[src/rtl/rmc_pkg.sv]
/*
 * Package for the radio misc control and channel register bank:
 * offsets, field positions, reset values and the request carrier.
 * Assumes a 6-bit register address space driven by the serial port engine.
 */
`default_nettype none
package rmc_pkg;
    // ------------------------------------------------------------
    // address map
    // ------------------------------------------------------------
    localparam int ADDR_W = 6;
    localparam int DATA_W = 8;
    localparam int CHAN_W = 7;
    localparam int FREQ_W = 12;
    localparam logic [ADDR_W-1:0] OFF_MISC_CONTROL = 6'h20;
    localparam logic [ADDR_W-1:0] OFF_RF_CHANNEL = 6'h21;
    localparam logic [ADDR_W-1:0] OFF_PROT_LO = 6'h2E;
    localparam logic [ADDR_W-1:0] OFF_PROT_HI = 6'h2F;
    localparam logic [ADDR_W-1:0] OFF_ID_LO = 6'h3C;
    localparam logic [ADDR_W-1:0] OFF_ID_HI = 6'h3F;

    // ------------------------------------------------------------
    // field positions and reset values
    // ------------------------------------------------------------
    localparam int BIT_UNLOCK = 6;
    localparam int BIT_ID_READ = 5;
    localparam int BIT_AMP_OE = 2;
    localparam int BIT_AMP_POL = 1;
    localparam int BIT_SOFT_RST = 0;
    localparam logic [DATA_W-1:0] RST_MISC_CONTROL = 8'h00;
    localparam logic [CHAN_W-1:0] RST_RF_CHANNEL = 7'h00;
    localparam logic [DATA_W-1:0] RDATA_UNMAPPED = 8'h00;

    // synthesizer frequency in MHz is base plus channel code
    localparam logic [FREQ_W-1:0] FREQ_BASE_MHZ = 12'h960;

    // ------------------------------------------------------------
    // carriers
    // ------------------------------------------------------------
    typedef struct packed {
        logic wr;
        logic rd;
        logic [ADDR_W-1:0] addr;
        logic [DATA_W-1:0] wdata;
    } rmc_req_t;

    typedef struct packed {
        logic wr;
        logic [ADDR_W-1:0] addr;
        logic [DATA_W-1:0] wdata;
    } rmc_fwd_t;
endpackage
`default_nettype wire

[src/rtl/rmc_regs.sv]
/*
 * Misc control and rf channel registers of the radio modem, with the
 * write gate for the two protected registers, the read gate for the
 * identity registers, the external amplifier control pin and the soft reset.
 * Assumes the serial port engine presents one-cycle read/write requests on
 * the same clock and takes read data one cycle after a read request.
 */
`default_nettype none
// Behaviour
// - unlock bit 6 allows protected register writes
// - bit 5 gates identity register reads
// - bit 2 enables amplifier pin drive
// - bit 1 set makes pin active low
// - bit 0 write resets all, self-clears
// - channel bits 6:0 set synthesizer frequency
// - adjacent channel codes one MHz apart
module rmc_regs (
    input wire logic clock,
    input wire logic sys_rst,
    input wire rmc_pkg::rmc_req_t req,
    input wire logic amp_tx_active,
    output logic [rmc_pkg::DATA_W-1:0] rdata_q,
    output logic rhit_q,
    output rmc_pkg::rmc_fwd_t prot_fwd_q,
    output logic id_rd_q,
    output logic [rmc_pkg::ADDR_W-1:0] id_addr_q,
    output logic id_read_enable_q,
    output logic external_amp_control_pin_q,
    output logic external_amp_control_pin_oe_q,
    output logic [rmc_pkg::CHAN_W-1:0] rf_channel_select_q,
    output logic [rmc_pkg::FREQ_W-1:0] synth_freq_mhz_q,
    output logic device_soft_reset_q
);
    // ------------------------------------------------------------
    // decode
    // ------------------------------------------------------------
    logic wr_misc;
    logic wr_chan;
    logic hit_prot;
    logic hit_id;
    logic soft_rst_req;
    logic unlock_q;
    logic amp_oe_q;
    logic amp_pol_q;

    assign wr_misc = req.wr && (req.addr == rmc_pkg::OFF_MISC_CONTROL);
    assign wr_chan = req.wr && (req.addr == rmc_pkg::OFF_RF_CHANNEL);
    assign hit_prot = (req.addr == rmc_pkg::OFF_PROT_LO) || (req.addr == rmc_pkg::OFF_PROT_HI);
    assign hit_id = (req.addr >= rmc_pkg::OFF_ID_LO) && (req.addr <= rmc_pkg::OFF_ID_HI);
    assign soft_rst_req = wr_misc && req.wdata[rmc_pkg::BIT_SOFT_RST];

    // ------------------------------------------------------------
    // misc control
    // ------------------------------------------------------------
    always_ff @(posedge clock or posedge sys_rst) begin
        if (sys_rst) begin
            unlock_q <= rmc_pkg::RST_MISC_CONTROL[rmc_pkg::BIT_UNLOCK];
            id_read_enable_q <= rmc_pkg::RST_MISC_CONTROL[rmc_pkg::BIT_ID_READ];
            amp_oe_q <= rmc_pkg::RST_MISC_CONTROL[rmc_pkg::BIT_AMP_OE];
            amp_pol_q <= rmc_pkg::RST_MISC_CONTROL[rmc_pkg::BIT_AMP_POL];
        end else if (soft_rst_req) begin
            // every field back to default
            unlock_q <= rmc_pkg::RST_MISC_CONTROL[rmc_pkg::BIT_UNLOCK];
            id_read_enable_q <= rmc_pkg::RST_MISC_CONTROL[rmc_pkg::BIT_ID_READ];
            amp_oe_q <= rmc_pkg::RST_MISC_CONTROL[rmc_pkg::BIT_AMP_OE];
            amp_pol_q <= rmc_pkg::RST_MISC_CONTROL[rmc_pkg::BIT_AMP_POL];
        end else if (wr_misc) begin
            unlock_q <= req.wdata[rmc_pkg::BIT_UNLOCK];
            id_read_enable_q <= req.wdata[rmc_pkg::BIT_ID_READ];
            amp_oe_q <= req.wdata[rmc_pkg::BIT_AMP_OE];
            amp_pol_q <= req.wdata[rmc_pkg::BIT_AMP_POL];
        end
    end

    // one-cycle reset pulse to the rest of the device
    always_ff @(posedge clock or posedge sys_rst) begin
        if (sys_rst) begin
            device_soft_reset_q <= 1'b0;
        end else begin
            device_soft_reset_q <= soft_rst_req;
        end
    end

    // ------------------------------------------------------------
    // channel and synthesizer frequency
    // ------------------------------------------------------------
    always_ff @(posedge clock or posedge sys_rst) begin
        if (sys_rst) begin
            rf_channel_select_q <= rmc_pkg::RST_RF_CHANNEL;
            synth_freq_mhz_q <= rmc_pkg::FREQ_BASE_MHZ;
        end else if (soft_rst_req) begin
            rf_channel_select_q <= rmc_pkg::RST_RF_CHANNEL;
            synth_freq_mhz_q <= rmc_pkg::FREQ_BASE_MHZ;
        end else if (wr_chan) begin
            rf_channel_select_q <= req.wdata[rmc_pkg::CHAN_W-1:0];
            // one MHz per code step
            synth_freq_mhz_q <= rmc_pkg::FREQ_BASE_MHZ
                + {{(rmc_pkg::FREQ_W-rmc_pkg::CHAN_W){1'b0}}, req.wdata[rmc_pkg::CHAN_W-1:0]};
        end
    end

    // ------------------------------------------------------------
    // protected register write gate
    // ------------------------------------------------------------
    always_ff @(posedge clock or posedge sys_rst) begin
        if (sys_rst) begin
            prot_fwd_q <= '0;
        end else begin
            // locked writes vanish without error
            prot_fwd_q.wr <= req.wr && hit_prot && unlock_q;
            prot_fwd_q.addr <= req.addr;
            prot_fwd_q.wdata <= req.wdata;
        end
    end

    // ------------------------------------------------------------
    // identity register read gate
    // ------------------------------------------------------------
    always_ff @(posedge clock or posedge sys_rst) begin
        if (sys_rst) begin
            id_rd_q <= 1'b0;
            id_addr_q <= '0;
        end else begin
            id_rd_q <= req.rd && hit_id && id_read_enable_q;
            id_addr_q <= req.addr;
        end
    end

    // ------------------------------------------------------------
    // read data of this bank
    // ------------------------------------------------------------
    always_ff @(posedge clock or posedge sys_rst) begin
        if (sys_rst) begin
            rdata_q <= rmc_pkg::RDATA_UNMAPPED;
            rhit_q <= 1'b0;
        end else if (req.rd && req.addr == rmc_pkg::OFF_MISC_CONTROL) begin
            // reset bit always reads zero
            rdata_q <= {1'b0, unlock_q, id_read_enable_q, 2'b00, amp_oe_q, amp_pol_q, 1'b0};
            rhit_q <= 1'b1;
        end else if (req.rd && req.addr == rmc_pkg::OFF_RF_CHANNEL) begin
            rdata_q <= {1'b0, rf_channel_select_q};
            rhit_q <= 1'b1;
        end else begin
            rdata_q <= rmc_pkg::RDATA_UNMAPPED;
            rhit_q <= 1'b0;
        end
    end

    // ------------------------------------------------------------
    // external amplifier control pin
    // ------------------------------------------------------------
    always_ff @(posedge clock or posedge sys_rst) begin
        if (sys_rst) begin
            external_amp_control_pin_q <= 1'b0;
            external_amp_control_pin_oe_q <= 1'b0;
        end else begin
            external_amp_control_pin_oe_q <= amp_oe_q;
            external_amp_control_pin_q <= amp_tx_active ^ amp_pol_q;
        end
    end
endmodule
`default_nettype wire
[config.mk]
export PLATFORM = sky130hd
export DESIGN_NAME = rmc_regs
export DESIGN_NICKNAME = d
export VERILOG_FILES = /design/src/rtl/rmc_pkg.sv /design/src/rtl/rmc_regs.sv
export SDC_FILE = /design/constraint.sdc
export NUM_CORES = 1
export LEC_CHECK = 0
export ABC_AREA = 1
export BUFFER_PORTS_ARGS = -buffer_cell sky130_fd_sc_hd__buf_2
export CORE_MARGIN = 5
export CORE_UTILIZATION = 46
export DETAILED_ROUTE_END_ITERATION = 8
export PLACE_DENSITY = 0.76
export SLEW_MARGIN = 10
export SYNTH_ARGS = -nofsm -noshare
export SYNTH_HDL_FRONTEND = slang
export SYNTH_SLANG_ARGS = --single-unit
export TNS_END_PERCENT = 20
[constraint.sdc]
create_clock -name clock -period 1.7 [get_ports clock]
set_input_delay 0.34 -clock clock [delete_from_list [all_inputs] [get_ports clock]]
set_output_delay 0.34 -clock clock [all_outputs]
set_load 0.02 [all_outputs]
==> impl_metrics.env, run 1 <==
export IMPL_status="finished, final reports clean"
export IMPL_arrival_ns=1.00
export IMPL_clock_sinks=41
export IMPL_drt_initial_drc_count=74
export IMPL_cts_made_buffers=5
export IMPL_clock_latency_ns=0.29
export IMPL_dr_total_vias=1172
export IMPL_cp_cell_sequence="buf_2"
export IMPL_syn_area_sq_um=1679
export IMPL_finalCritPeriodShare_pct=78.57
export IMPL_fin_hold_ws_ns=0.1556
export IMPL_pre_cts_ws_ns=0.1550
export IMPL_viasPerCell=4.525
export IMPL_track_usage_pct=14.49
export IMPL_grt_util_met1_pct=18.03
export IMPL_synth_top_area_share_pct=58.12
export IMPL_grt_pass1_vias=1190
export IMPL_grt_use_met3_pct=5.755
export IMPL_cp_slowest_cell="dfstp_2"
export IMPL_dpl_hpwl_mm=2.425
export IMPL_fin_cells=259
export IMPL_grt_busiest_layer="met2"
export IMPL_start_kind="register"
export IMPL_setup_worst_path_end_class="primary output"
export IMPL_synth_avg_cell_area_sq_um=11.19
export IMPL_start_util_pct=46.56
export IMPL_setup_violations=0
export IMPL_fmax_mhz=748.6
export IMPL_hold_buffers=0
export IMPL_min_from="req[7]"
export IMPL_fin_util_pct=57.32
export IMPL_cp_startpoint="synth_freq_mhz_q[5]"
export IMPL_cts_setup_buffers=0
export IMPL_grt_pass1_wl_mm=5.658
export IMPL_rsz0062_at_grt="false"
export IMPL_synthCells=150
export IMPL_first_pass_iters=4
export IMPL_die_y_um=70.42
export IMPL_synth_area_top_cells="dfrtp_1, buf_4, nand3_2, nand2_1, inv_1"
export IMPL_r2r_slack_ns=0.94
export IMPL_cts_max_level=2
export IMPL_finalPower_mw=2.295
export IMPL_io_buffers=67
export IMPL_ant_nets=0
export IMPL_leakagePower_nw=1.148
export IMPL_drive_gt1_share_pct=46.45
export IMPL_wl_per_cell_um=12.95
export IMPL_slowest_delay_ns=0.54
export IMPL_gr_total_overflow=0
export IMPL_cts_path_max_buffers=2
export IMPL_min_path_type="in -> reg"
export IMPL_gr_usage_met2_pct=23.08
export IMPL_cts_resized=0
export IMPL_crit_type="reg -> out"
export IMPL_n_antenna_cell=0
export IMPL_cts_root_buffer="clkbuf_8"
export IMPL_die_w_um=70.42
export IMPL_dp_cells=251
export IMPL_finalHoldViolCount=0
export IMPL_syn_to_final_growth_pct=23.10
export IMPL_worst_slack_ns=0.3642
export IMPL_layout_min_cycle_time_ns=1.336
export IMPL_fp_coreArea_sq_um=3606
export IMPL_synth_warnings=0
export IMPL_finalSetupTns_ns=0
export IMPL_drc=0
export IMPL_cp_top_family="flip-flops"
export IMPL_maxSlewViolCount=0
export IMPL_fin_area_sq_um=2067
export IMPL_grt_max_degree=42
export IMPL_cts_tree="yes"
export IMPL_dieArea_sq_um=4958
export IMPL_std_cell_rows=22
export IMPL_ys_seq_elements=41
export IMPL_skew_ns=0.005810
export IMPL_yosysTopAreaCell="dfrtp_1"
export IMPL_rr_startpoint="synth_freq_mhz_q[5]"
export IMPL_post_dp_cell_area_sq_um=1951
export IMPL_peakVddDrop_uv=518.4
export IMPL_crit_fanout=2
export IMPL_place_congestion=0.7616
export IMPL_ios=73
export IMPL_cap_viol_max_count=0
export IMPL_path_clk_slew_ns=0.08
export IMPL_fillers=311
export IMPL_p_per_area_nw_per_um2=1110
export IMPL_ys_seq_area_share_pct=61.25
export IMPL_final_nets=230
export IMPL_routed_wl_mm=3.353
export IMPL_critPathRequiredTime_ns=1.36
export IMPL_synth_distinct_cells=24
export IMPL_antenna_found_initial=0
export IMPL_timing_critical_path_buf_inv=1
[synth_stat cells, drive strengths merged]
cell / n
dfrtp: 39
nand2: 22
nand3: 22
inv: 21
buf: 18
nor2: 8
o21ai: 4
o22ai: 4
conb: 2
dfstp: 2
nor3: 2
or2: 2
ha: 1
nand4: 1
nor3b: 1
xor2: 1
[worst register-to-register path, stage by stage (launching register included)]
cell and delay, ns:
dfstp_2 0.54, nand3_1 0.07, nand2_1 0.09
[where the power goes]
group / internal, mW / switching (mW) / leakage, nW
Combinational: 0.122 / 0.258 / 0.581
Clock: 0.479 / 0.321 / 0.0585
Sequential: 1.06 / 0.0507 / 0.509
[logic make-up after synthesis]
group / count (synthesis) / synth area share, %
flip-flops: 41 / 61.25
AO/OA/AOI/OAI: 8 / 2.682
buffers and inverters: 39 / 13.19
AND/OR/NAND/NOR: 58 / 21.16
adder cells (fa/ha/maj): 1 / 0.7450
other: 2 / 0.4473
XOR/XNOR: 1 / 0.5217
[per-layer routing]
layer / share of wire [%] / wire, um
met2: 46 / 1551
met5: 0 / 0
met3: 11 / 360
met1: 42 / 1393
met4: 1.4 / 48
[area by class of cell]
type / count / area [sq um] / share of cell area [%]
clock buffer: 7 / 86.33 / 4.177
clock inverter: 1 / 30.03 / 1.453
inverter: 21 / 78.83 / 3.814
multi-input combinational: 73 / 440.4 / 21.31
sequential: 41 / 1028 / 49.76
tap: 48 / 60.06 / 2.906
timing repair buffer: 68 / 342.8 / 16.59
[worst paths after layout]
kind,endpoint,cells past startpoint
worst max register to register,synth_freq_mhz_q[5],2
worst max-delay path,synth_freq_mhz_q[5],1
max in group asynchronous,synth_freq_mhz_q[6],3
worst min register to register,external_amp_control_pin_oe_q,0
min in group asynchronous,prot_fwd_q[1],3
worst min-delay path,prot_fwd_q[7],1
[state kept, by name (all words and copies together), names as in the netlist]
signal,count
prot_fwd_q,9
rdata_q,7
rf_channel_select_q,7
id_addr_q,6
synth_freq_mhz_q,3
amp_oe_q,1
amp_pol_q,1
device_soft_reset_q,1
external_amp_control_pin_oe_q,1
external_amp_control_pin_q,1
id_rd_q,1
id_read_enable_q,1
rhit_q,1
unlock_q,1
[placed cells by master (no fill, tap or decap), drive strengths merged]
cell type	Yosys	layout
buf	18	68
bufinv	0	1
clkbuf	0	7
conb	2	5
dfrtp	39	39
dfstp	2	2
ha	1	1
inv	21	21
nand2	22	22
nand3	22	22
nand4	1	1
nor2	8	8
nor3	2	2
nor3b	1	1
o21ai	4	4
o22ai	4	4
or2	2	2
xor2	1	1
No activity file was read; power rests on OpenSTA's default activity.
==> run 2: changes to the inputs <==
==> constraint.sdc (replaced) <==
create_clock -name clock -period 1.4 [get_ports clock]
set_input_delay 0.28 -clock clock [delete_from_list [all_inputs] [get_ports clock]]
set_output_delay 0.28 -clock clock [all_outputs]
set_load 0.02 [all_outputs]
==> impl_metrics.env, run 2 (synthesized netlist as in run 1, its figures left out) <==
export IMPL_status="finished, final reports clean"
export IMPL_first_pass_iters=4
export IMPL_cts_root_buffer="clkbuf_8"
export IMPL_start_util_pct=46.56
export IMPL_drc=0
export IMPL_largest_reg_flops=9
export IMPL_maxSlewViolCount=0
export IMPL_syn_to_final_growth_pct=24.22
export IMPL_grt_pass1_vias=1182
export IMPL_cts_path_max_buffers=2
export IMPL_min_path_type="in -> async"
export IMPL_rr_endpoint="synth_freq_mhz_q[5]"
export IMPL_cp_slowest_cell="dfstp_2"
export IMPL_finalHoldViolCount=0
export IMPL_layout_common_cells="buf_2, dfrtp_1, nand2_1, inv_1, nand3_1"
export IMPL_rsz0062_at_grt="false"
export IMPL_start_kind="register"
export IMPL_ios=73
export IMPL_n_antenna_cell=0
export IMPL_antenna_found_initial=0
export IMPL_cts_made_buffers=5
export IMPL_finalSetupTns_ns=0
export IMPL_cap_viol_max_count=0
export IMPL_cts_setup_buffers=0
export IMPL_setup_violations=0
export IMPL_pwr_share_clk_pct=34.1
export IMPL_critPathRequiredTime_ns=1.12
export IMPL_slowest_delay_ns=0.54
export IMPL_grt_pass1_wl_mm=5.513
export IMPL_finalCritPeriodShare_pct=90.59
export IMPL_dieArea_sq_um=4958
export IMPL_gr_total_overflow=0
export IMPL_p_per_area_nw_per_um2=1320
export IMPL_cp_cell_sequence="buf_2"
export IMPL_largest_register="prot_fwd_q"
export IMPL_top_regs="prot_fwd_q x9, rdata_q x7, rf_channel_select_q x7"
export IMPL_fp_coreArea_sq_um=3606
export IMPL_skew_ns=0.002952
export IMPL_r2r_slack_ns=0.66
export IMPL_power_frac_seq_pct=49.1
export IMPL_peakVddDrop_uv=557.6
export IMPL_wl_per_cell_um=12.23
export IMPL_netSwitchingPower_uw=776.3
export IMPL_grt_max_degree=42
export IMPL_comb_power_share_pct=16.8
export IMPL_cts_resized=0
export IMPL_ant_nets=0
export IMPL_hold_buffers=0
export IMPL_clock_sinks=41
export IMPL_grt_util_met1_pct=18.33
export IMPL_cts_tree="yes"
export IMPL_arrival_ns=0.99
export IMPL_gr_usage_met2_pct=21.41
export IMPL_fillers=315
export IMPL_cts_max_level=2
export IMPL_clock_latency_ns=0.29
export IMPL_reg2regPathDepth=2
export IMPL_leakagePower_nw=1.153
export IMPL_switching_share_pct=28.19
export IMPL_fin_hold_ws_ns=0.03520
export IMPL_seqCellArea_sq_um=1028
export IMPL_die_y_um=70.42
export IMPL_fmax_mhz=788.5
export IMPL_grt_busiest_layer="met2"
export IMPL_intPower_mw=1.977
export IMPL_std_cell_rows=22
export IMPL_dpl_hpwl_mm=2.405
export IMPL_io_buffers=67
export IMPL_crit_type="reg -> out"
export IMPL_die_w_um=70.42
export IMPL_routed_wl_mm=3.180
export IMPL_final_common_cell="buf_2"
export IMPL_multi_input_area_sq_um=440.4
export IMPL_track_usage_pct=14.13
export IMPL_rr_startpoint="synth_freq_mhz_q[5]"
export IMPL_drive_gt1_share_pct=47.17
export IMPL_crit_fanout=2
export IMPL_timing_critical_path_buf_inv=1
export IMPL_cp_top_family="flip-flops"
export IMPL_grt_use_met3_pct=5.899
export IMPL_place_congestion=0.7386
export IMPL_final_nets=231
export IMPL_dr_total_vias=1154
export IMPL_setup_worst_path_end_class="primary output"
export IMPL_layout_min_cycle_time_ns=1.268
export IMPL_drt_initial_drc_count=43
export IMPL_path_clk_slew_ns=0.08
export IMPL_viasPerCell=4.438
run 2: worst max path at each step:
stage / to / slack (ns) / depth (start not counted) / startpoint
after floorplan: amp_oe_q / 0.18 / 1 / sys_rst
after global routing: synth_freq_mhz_q[5] / 0.10 / 1 / synth_freq_mhz_q[5]
after global placement: rf_channel_select_q[5] / 0.07 / 8 / req[12]
after CTS: synth_freq_mhz_q[5] / 0.12 / 1 / synth_freq_mhz_q[5]
final: synth_freq_mhz_q[5] / 0.13 / 1 / synth_freq_mhz_q[5]
after detailed placement: rf_channel_select_q[1] / 0.03 / 8 / req[12]
run 2: worst register-to-register path, stage by stage (launching register included):
cell     delay, ns
dfstp_2       0.54
nand3_1       0.07
nand2_1       0.08
run 2: final cells by class:
type                    instances  share of cell area, %
multi-input cells              73                  21.12
clock inverters                 3                  2.220
repair buffers                 69                  17.40
clock buffers                   5                  3.299
flip-flops and latches         41                  49.31
well taps                      48                  2.879
inverters                      21                  3.779
run 2: power by group through the flow:
stage               Combinational (mW)  Clock, mW  Sequential [mW]
floorplan                        0.220          0             1.48
global placement                 0.466          0             1.37
detailed placement               0.470          0             1.38
CTS                              0.472      0.966             1.35
global route                     0.509       1.02             1.37
finish                           0.463      0.938             1.35
run 2: routing by layer:
layer / part of all wire, % / up-vias / wire [um]
li1: - / 575 / -
met5: 0 / - / 0
met2: 44 / 55 / 1406
met3: 10 / 5 / 326
met4: 1.5 / 0 / 49
met1: 44 / 519 / 1397
run 2: through the flow:
step | area (sq um) | utilization [%] | setup WS [ns] | std cells | power, mW
finish | 2086 | 57.84 | 0.1317 | 260 | 2.754
global route | 2086 | 57.84 | 0.1003 | 260 | 2.896
floorplan | 1690 | - | 0.1773 | 153 | 1.699
global placement | 1971 | 54.65 | 0.07330 | 252 | 1.840
CTS | 2086 | 57.84 | 0.1179 | 260 | 2.793
detailed placement | 1971 | 54.65 | 0.03169 | 252 | 1.847
==> run 3: changes to the inputs <==
--- a/config.mk
+++ b/config.mk
@@ -10,7 +10,7 @@
 export CORE_MARGIN = 5
 export CORE_UTILIZATION = 46
 export DETAILED_ROUTE_END_ITERATION = 8
-export PLACE_DENSITY = 0.76
+export PLACE_DENSITY = 0.87
 export SLEW_MARGIN = 10
 export SYNTH_ARGS = -nofsm -noshare
 export SYNTH_HDL_FRONTEND = slang
==> impl_metrics.env, run 3 (synthesized netlist as in run 1, its figures left out) <==
export IMPL_die_w_um=70.42
export IMPL_reg2regPathDepth=2
export IMPL_largest_reg_flops=9
export IMPL_crit_type="reg -> out"
export IMPL_gr_total_overflow=0
export IMPL_place_congestion=0.7364
export IMPL_worstSetupPathDepth=1
export IMPL_clock_latency_ns=0.29
export IMPL_dieArea_sq_um=4958
export IMPL_syn_to_final_growth_pct=24.74
export IMPL_min_path_type="in -> async"
export IMPL_clock_sinks=41
export IMPL_leakagePower_nw=1.158
export IMPL_cts_root_buffer="clkbuf_8"
export IMPL_seqCellArea_sq_um=1028
export IMPL_layout_common_cells="buf_2, dfrtp_1, nand2_1, inv_1, nand3_1"
export IMPL_drt_initial_drc_count=78
export IMPL_dr_total_vias=1187
export IMPL_largest_register="prot_fwd_q"
export IMPL_cp_top_family="flip-flops"
export IMPL_setup_worst_path_end_class="primary output"
export IMPL_multi_input_area_sq_um=440.4
export IMPL_cp_cell_sequence="buf_2"
export IMPL_ios=73
export IMPL_cts_made_buffers=5
export IMPL_worst_slack_ns=0.1434
export IMPL_final_common_cell="buf_2"
export IMPL_viasPerCell=4.548
export IMPL_cts_setup_buffers=0
export IMPL_grt_pass1_wl_mm=5.361
export IMPL_grt_pass1_vias=1194
export IMPL_io_buffers=67
export IMPL_cts_max_level=2
export IMPL_status="finished, final reports clean"
export IMPL_n_antenna_cell=0
export IMPL_maxSlewViolCount=0
export IMPL_start_kind="register"
export IMPL_finalSetupTns_ns=0
export IMPL_antenna_found_initial=0
export IMPL_cts_tree="yes"
export IMPL_final_nets=232
export IMPL_cts_path_max_buffers=2
export IMPL_fp_coreArea_sq_um=3606
export IMPL_wl_per_cell_um=12.27
export IMPL_start_util_pct=46.56
export IMPL_dpl_hpwl_mm=2.451
export IMPL_fmax_mhz=795.8
export IMPL_drive_gt1_share_pct=46.95
export IMPL_fin_util_pct=58.08
export IMPL_p_per_area_nw_per_um2=1319
export IMPL_critPathRequiredTime_ns=1.12
export IMPL_first_pass_iters=4
export IMPL_drc=0
export IMPL_crit_fanout=2
export IMPL_hold_buffers=0
export IMPL_ant_nets=0
export IMPL_skew_ns=0.008314
export IMPL_top_regs="prot_fwd_q x9, rdata_q x7, rf_channel_select_q x7"
export IMPL_cts_resized=0
export IMPL_finalHoldViolCount=0
export IMPL_peakVddDrop_uv=714.1
export IMPL_fillers=323
export IMPL_die_y_um=70.42
export IMPL_arrival_ns=0.98
export IMPL_layout_min_cycle_time_ns=1.257
export IMPL_fin_area_sq_um=2095
export IMPL_post_dp_cell_area_sq_um=1978
export IMPL_routed_wl_mm=3.203
export IMPL_cap_viol_max_count=0
export IMPL_std_cell_rows=22
export IMPL_timing_critical_path_buf_inv=1
export IMPL_track_usage_pct=13.60
export IMPL_finalCritPeriodShare_pct=89.76
export IMPL_pre_cts_ws_ns=0.05816
export IMPL_grt_max_degree=42
export IMPL_rsz0062_at_grt="false"
export IMPL_cp_slowest_cell="dfstp_2"
export IMPL_setup_violations=0
export IMPL_path_clk_slew_ns=0.07
export IMPL_slowest_delay_ns=0.53
## run 3: changes by cell type in the layout (fill, tap and decap cells not counted), sizes merged
cell      delta
clkinvlp     -1
inv          -1
clkbuf       +2
buf          +1
## run 3: worst paths after layout
kind | startpoint | to | slack (ns)
worst min-delay path | sys_rst | external_amp_control_pin_oe_q | 0.004
max in group asynchronous | sys_rst | synth_freq_mhz_q[6] | 1.13
min in group clock | req[7] | prot_fwd_q[7] | 0.10
worst min register to register | amp_oe_q | external_amp_control_pin_oe_q | 0.39
worst max-delay path | synth_freq_mhz_q[5] | synth_freq_mhz_q[5] | 0.14
worst max register to register | synth_freq_mhz_q[5] | synth_freq_mhz_q[5] | 0.66
## run 3: final cells by class
| cell class | instances | share of cell area [%] |
|---|---|---|
| repair buffers | 70 | 17.68 |
| multi-input cells | 73 | 21.03 |
| well taps | 48 | 2.867 |
| flip-flops and latches | 41 | 49.10 |
| clock buffers | 7 | 4.122 |
| inverters | 21 | 3.763 |
| clock inverters | 1 | 1.434 |
## run 3: power by group
part	total (mW)	switching [mW]	internal, mW
logic	0.463	0.310	0.153
registers	1.35	0.0592	1.29
clock network	0.947	0.367	0.581
total	2.76	0.736	2.03
## run 3: routing by layer
layer  global-route usage (%)  wire (um)
met1                    15.31       1273
met2                    23.70       1593
met3                    4.029        280
met4                    5.745         56
met5                        0          0
## run 3: per-stage QoR
step	hold slack, ns	instances	power, mW
after CTS	0.005539	261	2.806
after detailed placement	0.3215	253	1.847
after global placement	0.3205	253	1.836
after floorplan	0.3114	153	1.699
final	0.004170	261	2.762
after global routing	0.02514	261	2.900
